===== src/verilog/lvdc_pkg.sv =====
// Package of addresses, field positions and reset values for the detector
package lvdc_pkg;
	localparam logic [15:0] ADDR_MODE      = 16'hff50;
	localparam logic [15:0] ADDR_LEVEL     = 16'hff51;
	localparam logic [7:0]  MODE_RESET_VAL = 8'h00;
	localparam logic [7:0]  LVL_RESET_VAL  = 8'h00;
	localparam int          BIT_ENABLE     = 7;
	localparam int          BIT_RSTMODE    = 1;
	localparam int          BIT_FLAG       = 0;
	localparam int          LVL_WIDTH      = 4;
	localparam logic [3:0]  LVL_MAX_CODE   = 4'h9;
	localparam int          SYNC_STAGES    = 2;
endpackage


===== src/verilog/lvdc_top.sv =====
// Low-voltage detector control: mode and level registers, reset and irq
//
// Functional notes
// Software writes the level register only as a whole byte.
// Resets other than detector reset clear the level register.
// A detector reset leaves the level register unchanged.
// Level holds a 4-bit code; 0..9 valid, highest to lowest threshold.
// Software writes zeros to level register bits 7 to 4.
// Reset mode: assert internal reset while supply is below threshold.
// Interrupt mode: raise interrupt request while supply is below threshold.
// Reset start: mask, level, enable, wait 0.2 ms, check flag, set mode.
// Irq start: mask, level, enable, wait, check, clear pending, unmask.
// No reset when mode set while supply is at or above threshold.
// Unmasked, an interrupt may follow enabling at once.
// Stop reset mode: write zero, or clear mode bit then enable.
// Stop irq mode: write zero or clear the enable bit.
// Any reset sets the detector interrupt mask bit.
// During settling, the flag and pending request may be set.
// Service routine checks flag, then clears pending bit 1 of flag reg 0.
// A detector reset sets reset-cause bit 0.
// Mode register: enable bit 7, mode bit 1, read-only flag bit 0.
// Flag drives interrupt only while enabled and mode bit is zero.
// A detector reset leaves the mode register unchanged.
// Comparator output passes two flip-flops before use.
`timescale 1ns/1ps
module lvdc_top (
	// Clock and resets
	input  wire logic        clk_sys,
	input  wire logic        resetn,
	input  wire logic        detector_reset_n,
	// Register access
	input  wire logic [15:0] reg_addr,
	input  wire logic        reg_wr,
	input  wire logic        reg_bit_wr,
	input  wire logic [2:0]  reg_bit_sel,
	input  wire logic [7:0]  reg_wdata,
	input  wire logic        reg_rd,
	output logic      [7:0]  reg_rdata,
	// Analog side
	input  wire logic        cmp_below,
	output logic             cmp_enable,
	output logic      [3:0]  detect_threshold_code,
	// System side
	output logic             undervoltage_irq,
	output logic             undervoltage_reset_req
);
	typedef struct packed {
		logic       detector_enable;
		logic       reset_mode_select;
		logic [3:0] level_code;
		logic       irq;
		logic       rst_req;
		logic [7:0] rdata;
	} lvdc_state_t;

	lvdc_state_t st_reg;
	lvdc_state_t st_next;
	logic        below_sync;
	logic        undervoltage_flag;
	logic [7:0]  mode_view;
	logic [7:0]  mode_wval;

	lvdc_sync u_sync (
		.clk_sys  (clk_sys),
		.resetn   (resetn),
		.async_in (cmp_below),
		.sync_out (below_sync)
	);

	// Flag reads zero while the comparator is disabled
	assign undervoltage_flag = st_reg.detector_enable & below_sync;
	assign mode_view = {st_reg.detector_enable, 5'h00,
		st_reg.reset_mode_select, undervoltage_flag};

	always_comb begin
		st_next = st_reg;
		mode_wval = mode_view;
		if (reg_bit_wr) begin
			mode_wval[reg_bit_sel] = reg_wdata[0];
		end else begin
			mode_wval = reg_wdata;
		end
		if ((reg_wr || reg_bit_wr) && reg_addr == lvdc_pkg::ADDR_MODE) begin
			// Bits 6..2 stay zero, bit 0 is read-only
			st_next.detector_enable = mode_wval[lvdc_pkg::BIT_ENABLE];
			st_next.reset_mode_select =
				mode_wval[lvdc_pkg::BIT_RSTMODE];
		end
		// Byte writes only; bit writes to the level register are ignored
		if (reg_wr && reg_addr == lvdc_pkg::ADDR_LEVEL) begin
			st_next.level_code = reg_wdata[3:0];
		end
		// No mask here: the raw request may fire right after enabling and
		// while the comparator settles, so the system must mask it first
		st_next.irq = undervoltage_flag
			& ~st_reg.reset_mode_select;
		// Reset released as soon as supply recovers; no edge memory, so
		// setting the mode bit while supply is good gives no reset. The
		// system records the detector cause from this request
		st_next.rst_req = undervoltage_flag
			& st_reg.reset_mode_select;
		// A detector reset in progress blanks reads but keeps settings
		if (!detector_reset_n) begin
			st_next.rdata = 8'h00;
		end else if (reg_rd && reg_addr == lvdc_pkg::ADDR_MODE) begin
			st_next.rdata = mode_view;
		end else if (reg_rd && reg_addr == lvdc_pkg::ADDR_LEVEL) begin
			st_next.rdata = {4'h0, st_reg.level_code};
		end else begin
			st_next.rdata = 8'h00;
		end
	end

	// Settings survive a detector reset; only resetn clears them. The
	// request outputs start low after resetn, while the mask is set; a detector reset does not clear them
	always_ff @(posedge clk_sys or negedge resetn) begin
		if (!resetn) begin
			st_reg.detector_enable   <= lvdc_pkg::MODE_RESET_VAL[7];
			st_reg.reset_mode_select <= lvdc_pkg::MODE_RESET_VAL[1];
			st_reg.level_code        <= lvdc_pkg::LVL_RESET_VAL[3:0];
			st_reg.irq               <= 1'b0;
			st_reg.rst_req           <= 1'b0;
			st_reg.rdata             <= 8'h00;
		end else begin
			st_reg <= st_next;
		end
	end

	assign reg_rdata              = st_reg.rdata;
	assign cmp_enable             = st_reg.detector_enable;
	assign detect_threshold_code  = st_reg.level_code;
	assign undervoltage_irq       = st_reg.irq;
	assign undervoltage_reset_req = st_reg.rst_req;

	chk_irq_mode_only: assert property (
		@(posedge clk_sys) disable iff (!resetn)
		undervoltage_irq |-> $past(st_reg.reset_mode_select) == 1'b0)
		else $error("irq raised in reset mode");

	chk_irq_follows_flag: assert property (
		@(posedge clk_sys) disable iff (!resetn)
		(undervoltage_flag && !st_reg.reset_mode_select) |=> undervoltage_irq)
		else $error("irq missing while supply low");

	chk_rst_follows_flag: assert property (
		@(posedge clk_sys) disable iff (!resetn)
		(undervoltage_flag && st_reg.reset_mode_select)
			|=> undervoltage_reset_req)
		else $error("reset missing while supply low");

	chk_rst_releases: assert property (
		@(posedge clk_sys) disable iff (!resetn)
		!undervoltage_flag |=> !undervoltage_reset_req)
		else $error("reset held after supply recovered");

	chk_no_rst_good: assert property (
		@(posedge clk_sys) disable iff (!resetn)
		($rose(st_reg.reset_mode_select) && !undervoltage_flag)
			|=> !undervoltage_reset_req)
		else $error("reset on mode set with good supply");

	chk_level_write: assert property (
		@(posedge clk_sys) disable iff (!resetn)
		(reg_wr && reg_addr == lvdc_pkg::ADDR_LEVEL)
			|=> detect_threshold_code == $past(reg_wdata[3:0]))
		else $error("level write lost");

	chk_level_hold: assert property (
		@(posedge clk_sys) disable iff (!resetn)
		!(reg_wr && reg_addr == lvdc_pkg::ADDR_LEVEL)
			|=> $stable(detect_threshold_code))
		else $error("level changed without write");

	chk_mode_readback: assert property (
		@(posedge clk_sys) disable iff (!resetn)
		(reg_rd && reg_addr == lvdc_pkg::ADDR_MODE && detector_reset_n)
			|=> reg_rdata[6:2] == 5'h00
			&& reg_rdata[7] == $past(st_reg.detector_enable))
		else $error("mode readback wrong");

	chk_flag_disabled: assert property (
		@(posedge clk_sys) disable iff (!resetn)
		!cmp_enable |-> !undervoltage_flag ##1 !undervoltage_irq)
		else $error("flag set while disabled");

	chk_rst_mode_only: assert property (
		@(posedge clk_sys) disable iff (!resetn)
		undervoltage_reset_req |-> $past(st_reg.reset_mode_select))
		else $error("reset raised in interrupt mode");

	chk_rdata_idle: assert property (
		@(posedge clk_sys) disable iff (!resetn)
		!reg_rd |=> reg_rdata == 8'h00)
		else $error("read data without a read");

	chk_det_rst_blank: assert property (
		@(posedge clk_sys) disable iff (!resetn)
		!detector_reset_n |=> reg_rdata == 8'h00)
		else $error("read data during detector reset");

	chk_det_rst_keep: assert property (
		@(posedge clk_sys) disable iff (!resetn)
		(!detector_reset_n && !reg_wr && !reg_bit_wr)
			|=> $stable(cmp_enable) && $stable(st_reg.reset_mode_select))
		else $error("settings lost in detector reset");

	chk_mode_write: assert property (
		@(posedge clk_sys) disable iff (!resetn)
		(reg_wr && reg_addr == lvdc_pkg::ADDR_MODE)
			|=> cmp_enable == $past(reg_wdata[lvdc_pkg::BIT_ENABLE]))
		else $error("enable write lost");

	chk_mode_bit_write: assert property (
		@(posedge clk_sys) disable iff (!resetn)
		(reg_bit_wr && reg_addr == lvdc_pkg::ADDR_MODE && reg_bit_sel == 3'h1)
			|=> st_reg.reset_mode_select == $past(reg_wdata[0]))
		else $error("mode bit write lost");

	chk_level_readback: assert property (
		@(posedge clk_sys) disable iff (!resetn)
		(reg_rd && reg_addr == lvdc_pkg::ADDR_LEVEL && detector_reset_n)
			|=> reg_rdata == {4'h0, $past(detect_threshold_code)})
		else $error("level readback wrong");

	chk_flag_readback: assert property (
		@(posedge clk_sys) disable iff (!resetn)
		(reg_rd && reg_addr == lvdc_pkg::ADDR_MODE && detector_reset_n)
			|=> reg_rdata[0] == $past(undervoltage_flag))
		else $error("flag readback wrong");
endmodule


===== src/verilog/lvdc_sync.sv =====
// Two-stage synchroniser for the comparator output
`timescale 1ns/1ps
module lvdc_sync #(
	parameter int STAGES = lvdc_pkg::SYNC_STAGES
) (
	// Clock and reset
	input  wire logic clk_sys,
	input  wire logic resetn,
	// Level in and out
	input  wire logic async_in,
	output logic      sync_out
);
	typedef struct packed {
		logic [STAGES-1:0] chain;
	} lvdc_sync_state_t;

	lvdc_sync_state_t st_reg;
	lvdc_sync_state_t st_next;

	always_comb begin
		st_next = st_reg;
		// Only the next stage reads the first one
		st_next.chain = {st_reg.chain[STAGES-2:0], async_in};
	end

	always_ff @(posedge clk_sys or negedge resetn) begin
		if (!resetn) begin
			st_reg <= '0;
		end else begin
			st_reg <= st_next;
		end
	end

	assign sync_out = st_reg.chain[STAGES-1];
endmodule


===== config.mk =====
export PLATFORM = sky130hd
export DESIGN_NAME = lvdc_top
export DESIGN_NICKNAME = d
export VERILOG_FILES = /design/src/verilog/lvdc_pkg.sv /design/src/verilog/lvdc_top.sv /design/src/verilog/lvdc_sync.sv
export SDC_FILE = /design/constraint.sdc
export NUM_CORES = 1
export LEC_CHECK = 0
export ABC_AREA = 1
export BUFFER_PORTS_ARGS = -buffer_cell sky130_fd_sc_hd__buf_2
export CORE_MARGIN = 3
export CORE_UTILIZATION = 35
export DETAILED_ROUTE_END_ITERATION = 10
export PLACE_DENSITY = 0.67
export SETUP_SLACK_MARGIN = 0.5
export SLEW_MARGIN = 20
export SYNTH_ARGS = -nofsm -noshare
export SYNTH_HDL_FRONTEND = slang
export SYNTH_HIERARCHICAL = 1
export SYNTH_SLANG_ARGS = --single-unit

===== constraint.sdc =====
create_clock -name clk_sys -period 1.7 [get_ports clk_sys]
set_clock_uncertainty 0.05 [all_clocks]
set_input_delay 0.34 -clock clk_sys [delete_from_list [all_inputs] [get_ports clk_sys]]
set_output_delay 0.34 -clock clk_sys [all_outputs]
set_load 0.05 [all_outputs]

==> metrics.txt <==
# TYPE chip_impl_metric gauge
chip_impl_metric{name="h-tree-depth",unit=""} 1
chip_impl_info{name="rsz0062_at_grt",value="true"} 1
chip_impl_metric{name="layout-area-overhead-vs-synth",unit="%"} 46.0
chip_impl_metric{name="layout.nets",unit=""} 190
chip_impl_metric{name="layout_filler_cell_count",unit=""} 202
chip_impl_info{name="worst_r2r_dst",value="reg_rdata[3]"} 1
chip_impl_info{name="mostFrequentLayoutCells",value="sky130_fd_sc_hd__nand2_1 (34), sky130_fd_sc_hd__buf_2 (30), sky130_fd_sc_hd__dfrtp_1 (15), sky130_fd_sc_hd__buf_6 (12), sky130_fd_sc_hd__inv_1 (10)"} 1
chip_impl_metric{name="maxSlewViolCount",unit=""} 0
chip_impl_metric{name="critical_path.max_fanout",unit=""} 2
chip_impl_metric{name="design_power_total",unit="mW"} 0.648
chip_impl_info{name="critical_path_startpoint",value="detect_threshold_code[2]"} 1
chip_impl_metric{name="drt_drc_violations_left",unit=""} 0
chip_impl_info{name="cts_root_buffer",value="sky130_fd_sc_hd__clkbuf_4"} 1
chip_impl_metric{name="via_per_inst",unit=""} 4.36
chip_impl_metric{name="powerDensity",unit="mW/mm^2"} 538
chip_impl_info{name="most_common_library_cell_in_the_layout_ignoring_fill_and_taps",value="sky130_fd_sc_hd__nand2_1"} 1
chip_impl_metric{name="dpl_cell_area",unit="sq mm"} 0.00105
chip_impl_metric{name="yosys_warnings",unit=""} 6
chip_impl_metric{name="instances_no_fill",unit=""} 182
chip_impl_metric{name="fmax",unit="MHz"} 807
chip_impl_metric{name="yosys_register_bits",unit=""} 15
chip_impl_metric{name="synth.avg_cell_area",unit="sq um"} 7.93
chip_impl_info{name="setup.worst_path.class",value="reg2out"} 1
chip_impl_metric{name="setup.reg_to_reg.worst_slack",unit="ns"} 0.75
chip_impl_metric{name="first_pass_grt_wire_length",unit="um"} 2730
chip_impl_metric{name="place.detailed.hpwl",unit="um"} 1440
chip_impl_metric{name="path_buf_inv",unit=""} 1
chip_impl_info{name="critical_path.endpoint_type",value="primary output"} 1
chip_impl_metric{name="ff2ff_path_depth",unit=""} 3
chip_impl_metric{name="fin_area",unit="sq mm"} 0.00120
chip_impl_info{name="min-delay-path-class",value="in2reg"} 1
chip_impl_metric{name="largest_register_ff_count",unit=""} 5
chip_impl_metric{name="initial_utilization",unit="%"} 39.2
chip_impl_metric{name="timing.max_cap.violations",unit=""} 0
chip_impl_metric{name="hold-worst-slack",unit="ns"} 0.109
chip_impl_info{name="critPathLaunchType",value="register"} 1
chip_impl_metric{name="overflow",unit=""} 0
chip_impl_metric{name="ys_seq_area_share",unit="%"} 45.5
chip_impl_info{name="cts_tree",value="built"} 1
chip_impl_metric{name="routed_wirelength",unit="um"} 1720
chip_impl_metric{name="die-height",unit="um"} 54.5
chip_impl_metric{name="wl_per_cell",unit="um"} 9.45
chip_impl_metric{name="final.setup.tns",unit="ns"} 0
chip_impl_info{name="timing.critical_path.cells",value="buf_6"} 1
chip_impl_metric{name="worst_ep_arrival",unit="ns"} 0.85
chip_impl_metric{name="antenna_found_initial",unit=""} 0
chip_impl_metric{name="first_global_vias",unit=""} 683
chip_impl_metric{name="cts_inserted_buffers",unit=""} 3
chip_impl_metric{name="fp.dieArea",unit="sq mm"} 0.00297
chip_impl_metric{name="antenna_cells_inserted",unit=""} 0
chip_impl_metric{name="number_of_rows_in_the_core_area",unit=""} 16
chip_impl_metric{name="grt_max_degree",unit=""} 16
chip_impl_metric{name="die_w",unit="um"} 54.5
chip_impl_metric{name="routabilityCongestion",unit=""} 0.792
chip_impl_metric{name="cpPeakStageDelay",unit="ns"} 0.41
chip_impl_info{name="outcome",value="completed"} 1
chip_impl_metric{name="number_of_setup_violations_in_the_final_report",unit=""} 0
chip_impl_metric{name="cts_buffer_depth",unit=""} 2
chip_impl_metric{name="num_io_pins",unit=""} 49
chip_impl_metric{name="leak_pwr",unit="nW"} 0.664
chip_impl_metric{name="worstSkewPairLatency",unit="ns"} 0.28
chip_impl_metric{name="syn-instance-count",unit=""} 104
chip_impl_metric{name="layout_cells_sized_above_1",unit="%"} 44.5
chip_impl_metric{name="globalRouteTotalUtil",unit="%"} 12.8
chip_impl_info{name="critical_path.top_delay_family",value="flip-flops"} 1
chip_impl_metric{name="cts.reportedPaths.clkPinSlew",unit="ns"} 0.08
chip_impl_metric{name="buffer_ports.inserted",unit=""} 42
chip_impl_metric{name="irDropWorstVdd",unit="uV"} 289
chip_impl_metric{name="ant_nets",unit=""} 0
chip_impl_metric{name="finalHoldViolCount",unit=""} 0
chip_impl_metric{name="critical_path_depth",unit=""} 1
chip_impl_info{name="critPathSlowestCell",value="sky130_fd_sc_hd__dfrtp_1"} 1
chip_impl_metric{name="syn_area",unit="sq um"} 825
chip_impl_metric{name="synth_cell_types",unit=""} 18
chip_impl_metric{name="dp.cells",unit=""} 172
chip_impl_info{name="crit_end",value="detect_threshold_code[2]"} 1
chip_impl_metric{name="final_period_utilization",unit="%"} 72.9
chip_impl_metric{name="final.min_clock_period",unit="ns"} 1.24
chip_impl_metric{name="tritoncts_num_sinks",unit=""} 15
chip_impl_info{name="critical_path.reg2reg.startpoint",value="detect_threshold_code[3]"} 1
chip_impl_metric{name="required",unit="ns"} 1.31
chip_impl_metric{name="firstDrtPassIters",unit=""} 4
chip_impl_metric{name="drt_iter0_drc",unit=""} 6
chip_impl_metric{name="route.vias.total",unit=""} 793
chip_impl_metric{name="core_area",unit="sq mm"} 0.00210
-- layer usage --
metal | vias up | GRT usage, % | wire length, um | part of all wire (%)
met5 | - | 0 | 0 | 0
met4 | 0 | 6.22 | 32 | 1.9
met3 | 4 | 2.45 | 112 | 6.5
met2 | 30 | 22.7 | 872 | 51
met1 | 340 | 14.5 | 702 | 41
li1 | 419 | - | - | -
-- kinds of logic after synthesis --
family	Yosys count	synth area share, %
simple gates	70	44.2
buf+inv	16	8.65
flops	15	45.5
compound gates	2	1.21
other cells	1	0.455
-- final cells by class --
cell class	instances	area (sq um)	area share, %
Timing Repair Buffer	48	333	27.7
Multi-Input combinational cell	75	385	32.0
Inverter	13	48.8	4.05
Tap cell	27	33.8	2.81
Clock inverter	1	5.00	0.416
Sequential cell	15	375	31.2
Clock buffer	3	22.5	1.87
-- worst min path at each step --
stage	start	to	cells after the start	slack (ns)
after floorplan	resetn	cmp_enable	0	-0.006
after global placement	resetn	reg_rdata[2]	1	0.20
after detailed placement	resetn	reg_rdata[7]	1	0.20
after CTS	cmp_below	u_sync/st_reg[0]	1	0.10
after global routing	cmp_below	u_sync/st_reg[0]	1	0.09
final	cmp_below	u_sync/st_reg[0]	1	0.11
-- cell usage after synthesis --
library cell               n  area [sq um]
sky130_fd_sc_hd__nand3_2   2          20.0
sky130_fd_sc_hd__nor3b_2   3          37.5
sky130_fd_sc_hd__nand3_1   8          40.0
sky130_fd_sc_hd__nand2_2   2          12.5
sky130_fd_sc_hd__conb_1    1          3.75
sky130_fd_sc_hd__o21ai_0   2          10.0
sky130_fd_sc_hd__buf_4     3          22.5
sky130_fd_sc_hd__dfrtp_1  15           375
sky130_fd_sc_hd__nor2_2    4          25.0
sky130_fd_sc_hd__inv_1    10          37.5
sky130_fd_sc_hd__or2_1     1          6.26
sky130_fd_sc_hd__nor2_4    2          22.5
sky130_fd_sc_hd__nand4_1   3          18.8
sky130_fd_sc_hd__nand2_4   1          11.3
sky130_fd_sc_hd__nor2_1    9          33.8
sky130_fd_sc_hd__and2_4    1          8.76
sky130_fd_sc_hd__inv_2     3          11.3
sky130_fd_sc_hd__nand2_1  34           128
-- metrics by stage --
| stage | util [%] | setup slack, ns |
|---|---|---|
| 2_1_floorplan | - | 0.573 |
| 3_3_place_gp | 50.1 | 0.408 |
| 5_1_grt | 57.3 | 0.393 |
| 4_1_cts | 56.9 | 0.448 |
| 6_report | 57.3 | 0.461 |
| 3_5_place_dp | 50.1 | 0.387 |
-- what timing repair did --
action	CTS	global route
setup buffers	4	1
gates resized for setup	24	0
endpoints found under the hold margin	15	0
hold buffers	1	0
endpoints found under the setup margin	12	12
-- where the power goes --
part | leakage (nW) | switching, mW | internal [mW]
clock | 0.0177 | 0.108 | 0.0873
sequential | 0.205 | 0.000613 | 0.359
combinational | 0.441 | 0.0569 | 0.0356
No activity file was read; power rests on OpenSTA's default activity.
